### config.mk
export PLATFORM = sky130hd
export DESIGN_NAME = pbs_status
export DESIGN_NICKNAME = d
export VERILOG_FILES = /design/src/hdl/pbs_pkg.sv /design/src/hdl/pbs_cfg_decode.sv /design/src/hdl/pbs_status.sv
export VERILOG_INCLUDE_DIRS = /design/src /design/src/hdl
export SDC_FILE = /design/constraint.sdc
export NUM_CORES = 1
export LEC_CHECK = 0
export BUFFER_PORTS_ARGS = -buffer_cell sky130_fd_sc_hd__buf_2
export CAP_MARGIN = 0
export CORE_UTILIZATION = 50
export CTS_CLUSTER_DIAMETER = 40
export DETAILED_ROUTE_END_ITERATION = 10
export PLACE_DENSITY = 0.82
export SYNTH_ARGS = -nofsm -noshare
export SYNTH_HDL_FRONTEND = slang
export SYNTH_SLANG_ARGS = --single-unit
### constraint.sdc
create_clock -name clk_sys -period 6.48 [get_ports clk_sys]
set_input_delay 0.648 -clock clk_sys [delete_from_list [all_inputs] [get_ports clk_sys]]
set_output_delay 0.648 -clock clk_sys [all_outputs]
set_load 0.005 [all_outputs]
### src/hdl/pbs_params.svh
// Constants for the bridge status register block: offsets, field positions,
// reset values and encodings. Assumes it is included by bare name.
`ifndef PBS_PARAMS_SVH
`define PBS_PARAMS_SVH

// ----------------------------------------------------------------------------
// Register offset and access decode
// ----------------------------------------------------------------------------
`define PBS_OFS_STATUS        8'h84
`define PBS_TYPE0_CODE        2'h0
`define PBS_DWORD_LSB         2
`define PBS_DWORD_MSB         7

// ----------------------------------------------------------------------------
// Field positions
// ----------------------------------------------------------------------------
`define PBS_FN_LSB            0
`define PBS_FN_MSB            2
`define PBS_DEV_LSB           3
`define PBS_DEV_MSB           7
`define PBS_BUS_LSB           8
`define PBS_BUS_MSB           15
`define PBS_BIT_64B           16
`define PBS_BIT_133           17
`define PBS_BIT_DISC          18
`define PBS_BIT_UNEXP         19
`define PBS_BIT_OVRN          20
`define PBS_BIT_DELAY         21
`define PBS_AD_FN_LSB         8
`define PBS_AD_FN_MSB         10
`define PBS_AD_DEV_LSB        11
`define PBS_AD_DEV_MSB        15
`define PBS_BE_UPPER          2

// ----------------------------------------------------------------------------
// Reset values
// ----------------------------------------------------------------------------
`define PBS_FN_RST            3'h0
`define PBS_DEV_RST           5'h1F
`define PBS_BUS_RST           8'hFF
`define PBS_LIMIT_RST         16'h0010
`define PBS_ADQ_ZERO          17'h00000

`endif

### src/hdl/pbs_pkg.sv
// Types shared by the bridge status register block.
// Assumes pbs_params.svh is on the include path.
package pbs_pkg;

    // ------------------------------------------------------------------------
    // Configuration access carried from the primary bus front end
    // ------------------------------------------------------------------------
    typedef struct packed {
        logic        valid;
        logic        write;
        logic        idsel;
        logic [31:0] ad;
        logic [31:0] wdata;
        logic [3:0]  be;
    } pbs_cfg_s;

    // ------------------------------------------------------------------------
    // Split traffic events
    // ------------------------------------------------------------------------
    typedef struct packed {
        logic        valid;
        logic [15:0] req_id;
        logic [15:0] adq;
    } pbs_scmp_s;

    typedef struct packed {
        logic        valid;
        logic [15:0] adq;
    } pbs_sreq_s;

    typedef struct packed {
        logic self_wr;
        logic self_rd;
        logic reg_hit;
        logic [4:0] dev;
    } pbs_dec_s;

    typedef enum logic [1:0] {
        PBS_ST_STRAP = 2'b00,
        PBS_ST_RUN   = 2'b01
    } pbs_phase_e;

endpackage

### src/hdl/pbs_cfg_decode.sv
// Decodes a type-0 configuration access on the primary side.
// Assumes the access fields are stable in the cycle that valid is high.
`timescale 1ns/1ps
`default_nettype none
`include "pbs_params.svh"

module pbs_cfg_decode (
    input  wire pbs_pkg::pbs_cfg_s cfg,
    input  wire logic [2:0]        fn_num,
    output var  pbs_pkg::pbs_dec_s dec
);
    import pbs_pkg::*;

    function automatic logic is_self(input pbs_cfg_s c, input logic [2:0] fn);
        is_self = c.valid && c.idsel
                  && (c.ad[1:0] == `PBS_TYPE0_CODE)
                  && (c.ad[`PBS_AD_FN_MSB:`PBS_AD_FN_LSB] == fn);
    endfunction

    always_comb begin
        dec.self_wr = is_self(cfg, fn_num) && cfg.write;
        dec.self_rd = is_self(cfg, fn_num) && !cfg.write;
        dec.reg_hit = (cfg.ad[`PBS_DWORD_MSB:`PBS_DWORD_LSB]
                       == 6'(`PBS_OFS_STATUS >> `PBS_DWORD_LSB));
        dec.dev     = cfg.ad[`PBS_AD_DEV_MSB:`PBS_AD_DEV_LSB];
    end

endmodule // pbs_cfg_decode

`default_nettype wire

### src/hdl/pbs_status.sv
// Bridge status register at offset 84h with its device number capture,
// completer ID build and split transaction error flags.
// Assumes configuration accesses arrive as one-cycle strobes from the
// primary bus front end, synchronous to clk_sys.
`timescale 1ns/1ps
`default_nettype none
`include "pbs_params.svh"

module pbs_status (
    input  wire logic                clk_sys,
    input  wire logic                rst,
    input  wire logic                reverse_mode,
    input  wire pbs_pkg::pbs_cfg_s   cfg,
    input  wire logic [7:0]          prim_bus_num,
    input  wire pbs_pkg::pbs_scmp_s  scmp,
    input  wire pbs_pkg::pbs_sreq_s  sreq,
    input  wire logic                limit_load,
    input  wire logic [15:0]         limit_value,
    input  wire logic                adq_release,
    input  wire logic [15:0]         adq_release_cnt,
    output logic                     rd_valid,
    output logic [31:0]              rd_data,
    output logic                     cpl_id_valid,
    output logic [15:0]              cpl_id,
    output logic                     sreq_accept,
    output logic                     sreq_delay,
    output logic [15:0]              adq_outstanding
);
    import pbs_pkg::*;

    // ------------------------------------------------------------------------
    // State
    // ------------------------------------------------------------------------
    typedef struct packed {
        pbs_phase_e  phase;
        logic        reverse;
        logic [4:0]  dev;
        logic [7:0]  bus;
        logic        unexp;
        logic        delayed;
        logic [15:0] limit;
        logic [16:0] used;
        logic        rd_valid;
        logic [31:0] rd_data;
        logic        cpl_valid;
        logic [15:0] cpl_id;
        logic        acc;
        logic        dly;
    } pbs_state_s;

    pbs_state_s state_reg;
    pbs_state_s state_next;
    pbs_dec_s   dec;

    // Function number is fixed; the bridge has a single function.
    // fixed function field
    localparam logic [2:0] FN_NUM = `PBS_FN_RST;

    pbs_cfg_decode u_dec (
        .cfg    (cfg),
        .fn_num (FN_NUM),
        .dec    (dec)
    );

    // ------------------------------------------------------------------------
    // Helpers
    // ------------------------------------------------------------------------
    function automatic logic [15:0] make_id(input logic [7:0] b,
                                            input logic [4:0] d,
                                            input logic [2:0] f);
        make_id = {b, d, f};
    endfunction

    function automatic logic [31:0] pack_status(input pbs_state_s s);
        logic [31:0] w;
        w = 32'h0000_0000;
        w[`PBS_FN_MSB:`PBS_FN_LSB]   = FN_NUM;
        w[`PBS_DEV_MSB:`PBS_DEV_LSB] = s.dev;
        w[`PBS_BUS_MSB:`PBS_BUS_LSB] = s.bus;
        w[`PBS_BIT_64B]   = 1'b0;
        w[`PBS_BIT_133]   = s.reverse;
        w[`PBS_BIT_DISC]  = 1'b0;
        w[`PBS_BIT_OVRN]  = 1'b0;
        w[`PBS_BIT_UNEXP] = s.unexp;
        w[`PBS_BIT_DELAY] = s.delayed;
        pack_status = w;
    endfunction

    // ------------------------------------------------------------------------
    // Next state
    // ------------------------------------------------------------------------
    always_comb begin
        logic        wr_status;
        logic        clr_unexp;
        logic        clr_delay;
        logic        set_unexp;
        logic [16:0] want;
        logic [16:0] after_rel;
        wr_status = 1'b0;
        clr_unexp = 1'b0;
        clr_delay = 1'b0;
        set_unexp = 1'b0;
        want      = `PBS_ADQ_ZERO;
        after_rel = `PBS_ADQ_ZERO;
        state_next           = state_reg;
        state_next.rd_valid  = 1'b0;
        state_next.cpl_valid = 1'b0;
        state_next.acc       = 1'b0;
        state_next.dly       = 1'b0;

        // Mode strap is caught once, just after reset is released, so an
        // asynchronous reset never loads a port value.
        case (state_reg.phase)
            PBS_ST_STRAP: begin
                state_next.reverse = reverse_mode;
                state_next.phase   = PBS_ST_RUN;
            end
            PBS_ST_RUN: begin
                state_next.phase = PBS_ST_RUN;
            end
            default: begin
                state_next.phase = PBS_ST_STRAP;
            end
        endcase

        state_next.bus = prim_bus_num;

        if (dec.self_wr) begin
            state_next.dev = dec.dev;
        end

        wr_status = dec.self_wr && dec.reg_hit && cfg.be[`PBS_BE_UPPER];
        clr_unexp = wr_status && cfg.wdata[`PBS_BIT_UNEXP];
        clr_delay = wr_status && cfg.wdata[`PBS_BIT_DELAY];
        if (state_reg.reverse) begin
            clr_unexp = 1'b0;
        end

        set_unexp = scmp.valid
                    && (scmp.req_id == make_id(state_reg.bus, state_reg.dev, FN_NUM));
        // A set in the same cycle as a clear wins, so no event is lost.
        if (set_unexp) begin
            state_next.unexp = 1'b1;
        end else if (clr_unexp) begin
            state_next.unexp = 1'b0;
        end

        if (limit_load) begin
            state_next.limit = limit_value;
        end

        after_rel = state_reg.used;
        if (adq_release) begin
            if ({1'b0, adq_release_cnt} > after_rel) begin
                after_rel = `PBS_ADQ_ZERO;
            end else begin
                after_rel = after_rel - {1'b0, adq_release_cnt};
            end
        end
        state_next.used = after_rel;

        want = after_rel + {1'b0, sreq.adq};
        if (sreq.valid) begin
            if (want > {1'b0, state_reg.limit}) begin
                state_next.dly = 1'b1;
            end else begin
                state_next.acc  = 1'b1;
                state_next.used = want;
            end
        end
        if (sreq.valid && (want > {1'b0, state_reg.limit})) begin
            state_next.delayed = 1'b1;
        end else if (clr_delay) begin
            state_next.delayed = 1'b0;
        end

        if (dec.self_rd) begin
            state_next.rd_valid  = 1'b1;
            state_next.rd_data   = dec.reg_hit ? pack_status(state_reg) : 32'h0000_0000;
            state_next.cpl_valid = 1'b1;
            state_next.cpl_id    = make_id(state_reg.bus, state_reg.dev, FN_NUM);
        end
    end

    // ------------------------------------------------------------------------
    // Registers
    // ------------------------------------------------------------------------
    always_ff @(posedge clk_sys or posedge rst) begin
        if (rst) begin
            state_reg.phase     <= PBS_ST_STRAP;
            state_reg.reverse   <= 1'b0;
            state_reg.dev       <= `PBS_DEV_RST;
            state_reg.bus       <= `PBS_BUS_RST;
            state_reg.unexp     <= 1'b0;
            state_reg.delayed   <= 1'b0;
            state_reg.limit     <= `PBS_LIMIT_RST;
            state_reg.used      <= `PBS_ADQ_ZERO;
            state_reg.rd_valid  <= 1'b0;
            state_reg.rd_data   <= 32'h0000_0000;
            state_reg.cpl_valid <= 1'b0;
            state_reg.cpl_id    <= 16'h0000;
            state_reg.acc       <= 1'b0;
            state_reg.dly       <= 1'b0;
        end else begin
            state_reg <= state_next;
        end
    end

    // ------------------------------------------------------------------------
    // Outputs
    // ------------------------------------------------------------------------
    // Outputs are straight flip-flop fields; the saturating usage count keeps
    // a stray release from wrapping the accounting below zero.
    assign rd_valid        = state_reg.rd_valid;
    assign rd_data         = state_reg.rd_data;
    assign cpl_id_valid    = state_reg.cpl_valid;
    assign cpl_id          = state_reg.cpl_id;
    assign sreq_accept     = state_reg.acc;
    assign sreq_delay      = state_reg.dly;
    assign adq_outstanding = state_reg.used[15:0];

endmodule // pbs_status

`default_nettype wire

==> results.txt, run 1 <==
The run finished with clean final reports. The logs give 639 for the gate count after technology mapping and 0.42 ns for the register-to-register path setup slack. Counting tap cells, the placed design contains a total of 889 instances. In this run the standard cell core region covers 11,400 um2.

The effective utilization at floorplan was 0.512; the CTS H-tree depth was 3. The clock net in this run drives a total of 82 sinks. The total stage count of the critical path came out at 23. By count the netlist is led by 100 x nand2_1, 68 x dfrtp_1, 65 x buf_4. The tightest hold path in the finished design has a slack of 0.398 ns.

The tools report the largest buffer count on any clock path as 2. The count of cells along the worst hold path came out at 1. The capturing point of the worst reg2reg path is adq_outstanding[11]$_DFF_PP0_. For the number of hold-slack violations in the final timing report, the log shows 0.

The total number of vias came out at 4,734. The final core utilization was 0.590. The data required time of the worst path was 6.71 ns; the number of top-level design ports was 234. The total area of sequential cells is 2070 um2. Global routing finished with a remaining overflow of 0. The final period utilization was 0.934. The average instance in the mapped netlist occupies 9.15 um2. The critical path contains buffers and inverters numbering 3 combined. Summing every instance area after synthesis gives 5850 um2. Post-detailed-placement half-perimeter wirelength: 9870 um. Across the run, the number of max-cap violations was 0. The leading cell type by number of instances after synthesis is nand2_1. For this run, the slowest stage of the critical path takes 0.53 ns.

The tools report the final worst setup slack as 0.425 ns. STA classifies the critical path endpoint as a register. The setup path with the least slack is of type register to register. In this run, synthesis inferred 0 flip-flops with an integrated enable. The synthesized netlist contains 63 unique library cells. Using the TritonRoute via totals, the vias-per-cell ratio works out to 5.23.

At the later pin of the worst-skew pair, clock insertion delay measures 0.34 ns. The pre-CTS setup slack came out at 0.0247 ns. In this run the horizontal extent of the chip is 110 um. Before antenna repair, the detailed router went through 5 iterations.

The run gives 165 MHz as the highest achievable clock rate. The cell type with the largest total area after synthesis is dfrtp_1. The register with the most flip-flops in the layout has 34 of them. For this run, the number of Yosys warnings is 0.

In this run the worst path has a maximum fanout of 17. The worst slew slack as a fraction of its limit was 0.314. The die is 110 um tall. After detailed routing, the average wire length per cell comes to 14.2 um. The arrival time of the worst setup path was 6.28 ns; the number of antenna-violating nets in the routed design was 0. By area the synthesized netlist is led by dfrtp_1 29%, ha_1 10%, buf_4 8.3%.

IR analysis of the VDD net gives a maximum drop of 0.000259 V. The DRC violation count after routing came out at 0. Cell seen most often among critical-path stages: ha_1. Area share of the largest cell type after synthesis: 0.291.

The number of cells on the worst reg-to-reg path is 23. In the final layout, the multi-input gates occupy 3110 um2. Entering global routing, the biggest net connects 83 pins. The master of the slowest instance on the critical path was or4_1.

After the first detailed-routing iteration, the DRC count stood at 332. The run gives 4,361 as the via count of the first global-routing pass. The setup skew after layout is 0.00421 ns. The critical path goes through inv_1 > ha_1 > inv_1 > fa_1 > a211oi_2 > o21ba_4 > nor4b_1 > or3_1 > xnor2_1 > o2bb2ai_1 > ha_1 > or4_1 > a211o_1 > a31o_2 > a21oi_1 > xnor2_1 > ha_1 > nand3_1 > or4_1 > o21ai_1 > nand4b_4 > buf_12 > mux2_4. The tightest min-delay check is of the input pin to register type. Counting flops and latches in the post-synthesis netlist gives 82. The analysis attributes to cell leakage a power of 0.00369 uW. The share of final-layout standard cells stronger than drive strength 1 is 0.309.

In this run the critical register-to-register path is launched from adq_outstanding[0]$_DFF_PP0_. Setup repair after global routing left no endpoint under its margin. Final count of pins violating max slew: 0. The async set or reset register ratio after synthesis is 1.00, and the power per standard cell area is 411 nW/um2. The logs give 906 for the non-filler instance count after layout and 20,200 um for the global-route wire length before repair. Count of final setup violators: 0.

The number of buffer cells added on primary ports was 149. The area of the die is 12,100 um2, and the share of synthesized area occupied by flip-flops and latches is 0.354. The initialized floorplan defines 39 standard-cell rows.

The most instantiated flip-flop cell in the synthesis netlist was dfrtp_1. TritonCTS built the clock tree. At the pin with the least slew margin, the transition time is 1.03 ns.

The combined global-route utilization of all metal layers was 0.219; the clock-pin slew reported for the worst setup and hold paths after clock tree synthesis was 0.06 ns. The tools report the total wire length after detailed routing as 12,900 um. At the end of the flow, the number of nets in the layout was 974.

The shortest period the worst path allows came out at 6.06 ns. The run gives 9 as the clock buffer count from CTS. Clock tree synthesis selected as its root buffer the cell clkbuf_16. The number of antenna violations at the first check in global routing was 0. The cell family contributing the most delay on the critical path was simple AND/OR/NAND/NOR gates. The endpoint of the most critical setup path is adq_outstanding[11]$_DFF_PP0_. The tools report the source of the critical timing path as adq_outstanding[0]$_DFF_PP0_. The repair_antennas step left the layout with diodes totalling 0.

The area added between synthesis and finish works out to 15.3%. The post-route setup TNS came out at 0 ns. The number of inserted filler cells in the final layout is 996, and the final RePlAce weighted congestion is 0.875.

The element type at the critical path start is a register.
## routing by layer
layer	track usage	routed length, um	up-vias
met5	0	0	-
met4	0.0658	183	0
met3	0.0488	890	14
met2	0.379	6310	174
met1	0.271	5490	2180
li1	-	-	2366
## timing repair
| action | 4_1_cts | 5_1_grt |
|---|---|---|
| buffers inserted | 0 | 1 |
| gates resized for setup | 0 | 2 |
| hold buffers | 0 | 0 |
| endpoints found under the setup margin | 0 | 16 |
## how the worst min path moves through the flow
| stage | start | end |
|---|---|---|
| floorplan | rd_data[10]$_DFFE_PP0P_ | rd_data[10]$_DFFE_PP0P_ |
| global placement | rd_data[4]$_DFFE_PP0P_ | rd_data[4]$_DFFE_PP0P_ |
| detailed placement | rd_data[8]$_DFFE_PP0P_ | rd_data[8]$_DFFE_PP0P_ |
| CTS | prim_bus_num[3] | state_reg[90]$_DFF_PP1_ |
| global route | prim_bus_num[7] | state_reg[94]$_DFF_PP1_ |
| finish | prim_bus_num[3] | state_reg[90]$_DFF_PP1_ |
## cells by family after synthesis
group / Yosys count / synth area share
xor+xnor: 37 / 0.0554
compound gates: 124 / 0.146
other cells: 2 / 0.00128
buf+inv: 130 / 0.127
fa+ha+maj: 50 / 0.110
flops: 82 / 0.354
mux: 23 / 0.0492
simple gates: 191 / 0.158
## through the flow
| step | instance area [um2] | power (uW) |
|---|---|---|
| 6_report | 6740 | 2770 |
| 5_1_grt | 6740 | 3010 |
| 4_1_cts | 6730 | 2770 |
| 3_5_place_dp | 6450 | 2270 |
| 3_3_place_gp | 6450 | 2230 |
| 2_1_floorplan | 5920 | 1900 |
## layout make-up
cell class	count	share of cell area
Sequential cell	82	0.307
Clock buffer	10	0.0340
Inverter	51	0.0286
Clock inverter	6	0.00724
Multi-Input combinational cell	445	0.462
Tap cell	143	0.0265
Timing Repair Buffer	169	0.135
## where the power goes
group          internal [uW]  total (uW)  leakage (uW)  switching (uW)
logic                    814        1630       0.00252             821
registers                593         649       0.00103            56.1
clock network            265         484      0.000138             220
## cell usage in the layout, fill, tap and decap left out, types with 8 or more instances in the layout
cell type	count
nor2b_1	10
buf_2	149
a21o_1	11
xor2_1	11
mux2_2	14
mux2_4	8
o21a_1	9
ha_1	48
dfrtp_1	68
xnor2_1	26
conb_1	20
nor2_1	15
clkbuf_16	9
nand3_1	24
dfstp_2	14
inv_1	50
a21oi_1	17
nand2_1	100
o21ai_0	33
buf_4	19
(Power assumes the default switching activity.)
==> run 2, diff against run 1 <==
Settings changed: CORE_ASPECT_RATIO from default to 1.25, MAX_ROUTING_LAYER from default to met4.
==> run 2 against run 1 <==
Net effect: die area about the same; worst setup slack better by 0.012 ns; design area increased by 2.0%; cell count rose by 0.33%; sequential cell count is the same; register-to-register slack barely moved; hold slack improved by 0.0027 ns; clock skew grew 0.0045 ns; combinational power rose by 7%; wire length rose by 5.0%; largest cell class unchanged.
==> results.txt, run 2 (synthesized netlist as in run 1, its figures left out) <==
The area of the die came out at 12,100 um2 (about the same). The number of hold-slack violations in the final timing report is 0 (unchanged), and the number of antenna-violating nets in the routed design is 0 (unchanged). The vias per cell came out at 5.31 (+1.6%). The number of search-and-repair iterations in the first detailed-routing pass came out at 4 (-1).

The run gives 0.520 (+0.00792) as the effective utilization at floorplan. Counting stages on the worst path, the most repeated cell is ha_1. The worst setup path is launched from a register.

The logs give 213 (-36%) for the first-iteration detailed-routing DRC count and 43 (+10%) for the row count. The tools report the non-filler instance count after layout as 909 (+0.33%). Number of flip-flops in the largest register: 34 (unchanged). The clock latency on the worst-skew pair is 0.34 ns (about the same), and the routed length per instance is 14.9 um (+4.7%). The number of antenna violations at the first check in global routing is 1 (+1), and the combined global-route utilization of all metal layers is 0.237 (+0.0189). For the total number of vias, the log shows 4,825 (+1.9%). For the largest buffer count on any clock path, the log shows 2 (unchanged). The arrival time of the worst setup path was 6.26 ns (-0.02 ns); the number of buffer cells added on primary ports was 149 (unchanged). Setup repair after global routing left no endpoint under its margin.

The critical path is of the register to register type. Final RePlAce weighted congestion: 0.854 (-2.4%). The post-detailed-placement half-perimeter wirelength was 10,600 um (+7.6%). The critical path starts at adq_outstanding[13]$_DFF_PP0_. The clock buffer count from CTS came out at 9 (unchanged). In this run the critical register-to-register path is launched from adq_outstanding[13]$_DFF_PP0_. For this design, the slowest cell found on the critical path is dfrtp_1. The tools report the startpoint of the lowest-slack hold path as prim_bus_num[5]. The share of final-layout standard cells stronger than drive strength 1 came out at 0.318 (+0.00894).

The clock-pin slew reported for the worst setup and hold paths after clock tree synthesis is 0.06 ns (about the same), and the power per standard cell area is 433 nW/um2 (+5.5%). The measured slew at the worst slew-check pin is 1.01 ns (-0.0225 ns), and the DRC violation count after routing is 0 (unchanged). The logs give 0.00869 ns (+0.00448 ns) for the setup skew after layout and 13,500 um (+5.0%) for the total wire length after detailed routing. The tools report the number of top-level design ports as 234 (unchanged). The library cell used most frequently in the layout, excluding fill and tap cells, is buf_2. The shortest period the worst path allows is 6.04 ns (-0.0122 ns), and the CTS H-tree depth is 3 (unchanged). The highest achievable clock rate is 165 MHz (+0.20%). The die outline height was 123 um (+12%); the pin count of the biggest net entering global routing was 83 (unchanged). The cell sitting at the root of the clock tree is a clkbuf_16. The area added between synthesis and finish is 17.5%, and the data required time of the worst path is 6.70 ns (about the same). Worst supply voltage drop on vdd: 0.000248 V (-4.2%). The largest incremental delay on the critical path was 0.40 ns (-0.13 ns); the met3 track utilization from global routing was 0.0503 (+0.00152). The number of inserted filler cells in the final layout came out at 963 (-3.3%). The floorplan die width was 98.7 um (-10%). Leaving out fill and tap cells, the most frequent cells in the layout are 149 x buf_2, 100 x nand2_1, 68 x dfrtp_1, 50 x inv_1, 48 x ha_1.

The number of nets in the layout is 984 (+1.0%), and the worst-path maximum fanout is 17 (unchanged). The kind of capture point of the worst setup path was a register. For the worst slew slack as a fraction of its limit, the log shows 0.329 (+0.0150). For the met2 track demand over resource in global routing, the log shows 0.449 (+0.0708).

After global routing, the most crowded layer is met2. For the count of final setup violators, the log shows 0 (unchanged). The final period utilization was 0.933 (-0.00188).

For the number of buffers added for setup after CTS, the log shows 0 (unchanged). TritonCTS built the clock tree. The path type of the worst min-delay path was input pin to register. For the via count of the first global-routing pass, the log shows 4,780 (+9.6%).

The tools report the cts-stage hold buffer count as 0 (unchanged). The global routing usage on met1 is 0.237 (-0.0342), and the leakage power is 0.00376 uW (+1.9%). The tools report the post-route setup TNS as 0 ns (unchanged). The total of max-cap violations came out at 0 (unchanged).

The global-route wire length before repair is 21,500 um (+6.7%). The logs give 82 (unchanged) for the number of sinks handled by clock tree synthesis and 0 (unchanged) for the global route total overflow. The logs give 0 (unchanged) for the final count of pins violating max slew and 892 (+0.34%) for the cell total after placement. The signal on the critical path passes through ha_1 > and4_1 > nand2_1 > or2_2 > o21ai_2 > nand3b_1 > o21ai_0 > ha_1 > inv_1 > fa_1 > nor2b_1 > o31a_1 > a41oi_1 > o211ai_1 > nor2_1 > xnor2_1 > ha_1 > a211oi_1 > nand4b_1 > a221o_1 > o21ai_1 > nand4b_4 > buf_12 > mux2_4. The flow ran to the end, and the final reports show no timing, DRC or antenna violations. The placeable core region came out at 11,200 um2 (-1.5%).
run 2: path summary, 6_finish.rpt:
path	to	slack, ns	cells after the start
setup / recovery	adq_outstanding[8]$_DFF_PP0_	0.44	24
hold / removal	state_reg[92]$_DFF_PP1_	0.40	1
setup reg to reg	adq_outstanding[8]$_DFF_PP0_	0.44	24
hold reg to reg	rd_data[17]$_DFFE_PP0P_	0.46	2
max in group asynchronous	rd_data[19]$_DFFE_PP0P_	5.22	3
min in group asynchronous	cpl_id[9]$_DFFE_PP0P_	0.63	3
run 2: what timing repair did:
| action | in CTS | in global routing |
|---|---|---|
| gates resized for setup | 0 | 2 |
| endpoints found under the setup margin | 0 | 16 |
| hold endpoints to repair | 0 | 0 |
run 2: critical path: cells and delay by family (launching register included):
| kind | cells | cell delay (ns) |
|---|---|---|
| buffers and inverters | 2 | 0.24 |
| flip-flops | 1 | 0.40 |
| AO/OA/AOI/OAI | 8 | 2.05 |
| AND/OR/NAND/NOR | 8 | 1.42 |
| multiplexers | 1 | 0.30 |
| XOR/XNOR | 1 | 0.23 |
| adder cells (fa/ha/maj) | 4 | 1.29 |
run 2: layout make-up:
| type | count | area [um2] | share of cell area |
|---|---|---|---|
| well taps | 135 | 169 | 0.0246 |
| diodes | 1 | 2.50 | 0.000364 |
| inverters | 51 | 193 | 0.0280 |
| clock buffers | 10 | 229 | 0.0333 |
| flip-flops and latches | 82 | 2070 | 0.301 |
| clock inverters | 6 | 114 | 0.0166 |
| multi-input cells | 445 | 3110 | 0.453 |
| repair buffers | 179 | 983 | 0.143 |
run 2: where the power goes:
group,switching (uW),leakage (uW),internal (uW)
registers,57.2,0.00103,593
clock network,209,0.000159,378
logic,871,0.00256,870
run 2: metrics by stage:
step	area, um2	util	hold WS [ns]	total power [uW]	setup WS, ns
2_1_floorplan	5920	-	0.440	1900	0.468
3_3_place_gp	6530	0.580	0.444	2310	0.0740
3_5_place_dp	6530	0.580	0.450	2360	0.00140
4_1_cts	6870	0.611	0.391	2970	0.330
5_1_grt	6870	0.611	0.389	3190	0.130
6_report	6870	0.611	0.401	2980	0.437
run 2: layer usage:
layer | routed length [um] | part of all wire
met4 | 317 | 0.023
met3 | 738 | 0.055
met5 | 0 | 0
met2 | 7340 | 0.54
met1 | 5130 | 0.38
==> run 3, diff against run 2 <==
Settings changed: CORE_ASPECT_RATIO 1.25 to default.
==> run 3 against run 2 <==
Net effect: via count is 2.2% lower; global-route usage is 1.2 points lower; worst setup slack better by 0.0039 ns; critical path depth is 1 lower; first-iteration DRC count is 48% higher; hold slack worse by 0.0032 ns; non-clock buffer count is 10 lower; count of clock-buffer cells in the layout stayed put; design area is 1.9% lower; clock power is 18% lower; cell count is 0.33% lower.
==> results.txt, run 3 (synthesized netlist as in run 1, its figures left out) <==
The run finished with clean final reports. The number of buffer cells added on primary ports came out at 149 (unchanged). For the placed cell area, the log shows 6450 um2 (-1.1%). The final count of pins violating max slew is 0 (unchanged), and the total area of sequential cells is 2070 um2 (unchanged).

The diode insertion count for antenna repair was 0 (-1). Compared with the post-synthesis result, the final layout area differs by 15.3%. Post-route setup TNS: 0 ns (unchanged). Worst-path maximum fanout: 17 (unchanged). The number of sinks handled by clock tree synthesis was 82 (unchanged); the number of inserted filler cells in the final layout was 996 (+3.4%). The tools report the number of antenna-violating nets in the routed design as 0 (unchanged). The number of nets in the layout came out at 974 (-1.0%).

The area of the die was 12,100 um2 (about the same); the post-detailed-placement half-perimeter wirelength was 9870 um (-7.1%). Clock share of power: 0.175 (-0.022). The tools report the kind of capture point of the worst setup path as a register. The clock latency on the worst-skew pair is 0.34 ns (about the same). For the final RePlAce weighted congestion, the log shows 0.889 (+4.1%). The floorplan die width came out at 110 um (+12%). The leakage power was 0.00369 uW (-1.8%). The global-route wire length before repair was 20,200 um (-6.1%).

The tools report the element type at the critical path start as a register. The most common cell after layout, fill and taps aside is buf_2. The top cell types in the final layout, fill and taps aside, are 149 x buf_2, 100 x nand2_1, 68 x dfrtp_1, 50 x inv_1, 48 x ha_1. The pin count of the biggest net entering global routing is 83 (unchanged). The worst slew slack as a fraction of its limit is 0.306 (-0.0232). The die outline height was 110 um (-10%); the depth of the worst register-to-register path was 23 (-4.2%).

The logs give 0 (unchanged) for the count of final setup violators and 4 (unchanged) for the number of search-and-repair iterations in the first detailed-routing pass. Post-route cell area: 6740 um2 (-1.9%). The arrival time of the worst setup path is 6.26 ns (about the same). The combined global-route utilization of all metal layers was 0.225 (-0.0123). The power per standard cell area came out at 410 nW/um2 (-5.3%). Capturing point of the worst reg2reg path: adq_outstanding[11]$_DFF_PP0_. Setup repair after global routing left no endpoint under its margin. The worst register-to-register path begins at adq_outstanding[0]$_DFF_PP0_. For the sequential share of power, the log shows 0.235 (+0.017). The non-filler instance count after layout was 906 (-0.33%).

Number of antenna violations at the first check in global routing: 0 (-1). The run gives 0.512 (-0.00792) as the effective utilization at floorplan. Total of max-cap violations: 0 (unchanged). TritonCTS built the clock tree.

For the number of top-level design ports, the log shows 234 (unchanged). For the total wire length after detailed routing, the log shows 12,900 um (-4.9%). The tools report the clock root buffer master as clkbuf_16. The shortest period the worst path allows was 6.04 ns (-0.00391 ns). The path class of the tightest hold or removal check is input pin to register.

The vias per cell is 5.21 (-1.9%). The critical path start-end classification was register to register. The end point of the most critical hold path was state_reg[90]$_DFF_PP1_. For the row count, the log shows 39 (-9.3%). The final period utilization is 0.932 (about the same), and the measured slew at the worst slew-check pin is 1.04 ns (+0.0348 ns). The via count of the first global-routing pass was 4,359 (-8.8%); the number of flip-flops in the largest register was 34 (unchanged). The number of hold-slack violations in the final timing report was 0 (unchanged); the multi-input combinational cell area was 3110 um2 (unchanged). The global route total overflow was 0 (unchanged); the highest achievable clock rate was 166 MHz (about the same). The switching share of power was 0.396 (+0.0138); the setup skew after layout was 0.00395 ns (-0.00474 ns).

Placeable core region: 11,400 um2 (+1.5%). Internal power: 1670 uW (-9.2%). The portion of total power attributed to combinational logic is 0.590 (+0.005). The worst supply voltage drop on vdd is 0.000259 V (+4.2%), and the share of final-layout standard cells stronger than drive strength 1 is 0.309 (-0.00894). The logs give 6.70 ns (about the same) for the data required time of the worst path and 889 (-0.34%) for the cell total after placement. CTS H-tree depth: 3 (unchanged). The routed length per instance came out at 14.2 um (-4.6%).

The worst hold path begins at prim_bus_num[3]. The DRC violation count after routing is 0 (unchanged), and the clock buffer count from CTS is 9 (unchanged). The clock-pin slew reported for the worst setup and hold paths after clock tree synthesis is 0.07 ns (about the same). The run gives 1090 uW (-3.8%) as the power dissipated by switching net loads. The first-iteration detailed-routing DRC count was 316 (+48%); the register-to-register path setup slack was 0.44 ns (about the same).

The tools report the largest buffer count on any clock path as 2 (unchanged). The count of cells along the worst hold path came out at 1 (unchanged). The total number of vias was 4,719 (-2.2%).
run 3: critical path: stages (launching register included):
cell and delay (ns):
dfrtp_1 0.37, inv_1 0.07, ha_1 0.19, inv_1 0.07, fa_1 0.43, a211oi_2 0.36
o21ba_4 0.23, nor4b_1 0.06, or3_1 0.38, xnor2_1 0.19, o2bb2ai_1 0.11, ha_1 0.23
or4_1 0.53, a211o_1 0.27, a31o_2 0.24, a21oi_1 0.19, xnor2_1 0.14, ha_1 0.32
nand3_1 0.10, or4_1 0.52, o21ai_1 0.32, nand4b_4 0.15, buf_12 0.18, mux2_4 0.30
run 3: area by class of cell:
type                    instances  share of cell area
clock inverters                 6             0.00724
well taps                     143              0.0265
multi-input cells             445               0.462
inverters                      51              0.0286
repair buffers                169               0.135
flip-flops and latches         82               0.307
clock buffers                  10              0.0340
run 3: worst max-delay path by stage:
stage                                       start                            end  slack (ns)
global route        adq_outstanding[14]$_DFF_PP0_  adq_outstanding[14]$_DFF_PP0_        0.01
finish               adq_outstanding[0]$_DFF_PP0_  adq_outstanding[11]$_DFF_PP0_        0.44
detailed placement            adq_release_cnt[14]  adq_outstanding[11]$_DFF_PP0_        0.02
CTS                 adq_outstanding[14]$_DFF_PP0_  adq_outstanding[11]$_DFF_PP0_        0.26
global placement              adq_release_cnt[14]   adq_outstanding[8]$_DFF_PP0_        0.09
floorplan                      adq_release_cnt[1]  adq_outstanding[10]$_DFF_PP0_        0.47
run 3: per-stage QoR:
| stage | utilization | hold WS (ns) | setup slack [ns] | total power (uW) |
|---|---|---|---|---|
| 2_1_floorplan | - | 0.440 | 0.468 | 1900 |
| 3_3_place_gp | 0.565 | 0.443 | 0.0926 | 2230 |
| 3_5_place_dp | 0.565 | 0.452 | 0.0247 | 2270 |
| 4_1_cts | 0.589 | 0.387 | 0.264 | 2770 |
| 5_1_grt | 0.590 | 0.384 | 0.0109 | 3010 |
| 6_report | 0.590 | 0.397 | 0.441 | 2770 |
run 3: power by group through the flow:
stage / logic [uW] / registers, uW / clock network, uW
6_report: 1630 / 649 / 484
5_1_grt: 1830 / 657 / 517
4_1_cts: 1620 / 650 / 495
3_5_place_dp: 1610 / 659 / 0
3_3_place_gp: 1570 / 656 / 0
2_1_floorplan: 1260 / 639 / 0
run 3: routing by layer:
layer	up-vias	GRT usage	share of wire
li1	2365	-	-
met1	2196	0.273	0.44
met2	143	0.379	0.49
met3	15	0.0464	0.058
met4	0	0.0658	0.014
met5	-	-	0
run 3: repair_timing:
action | CTS | global route
buffers inserted | 0 | 1
hold endpoints to repair | 0 | 0
gates resized for setup | 0 | 2
hold buffers | 0 | 0
endpoints found under the setup margin | 0 | 16
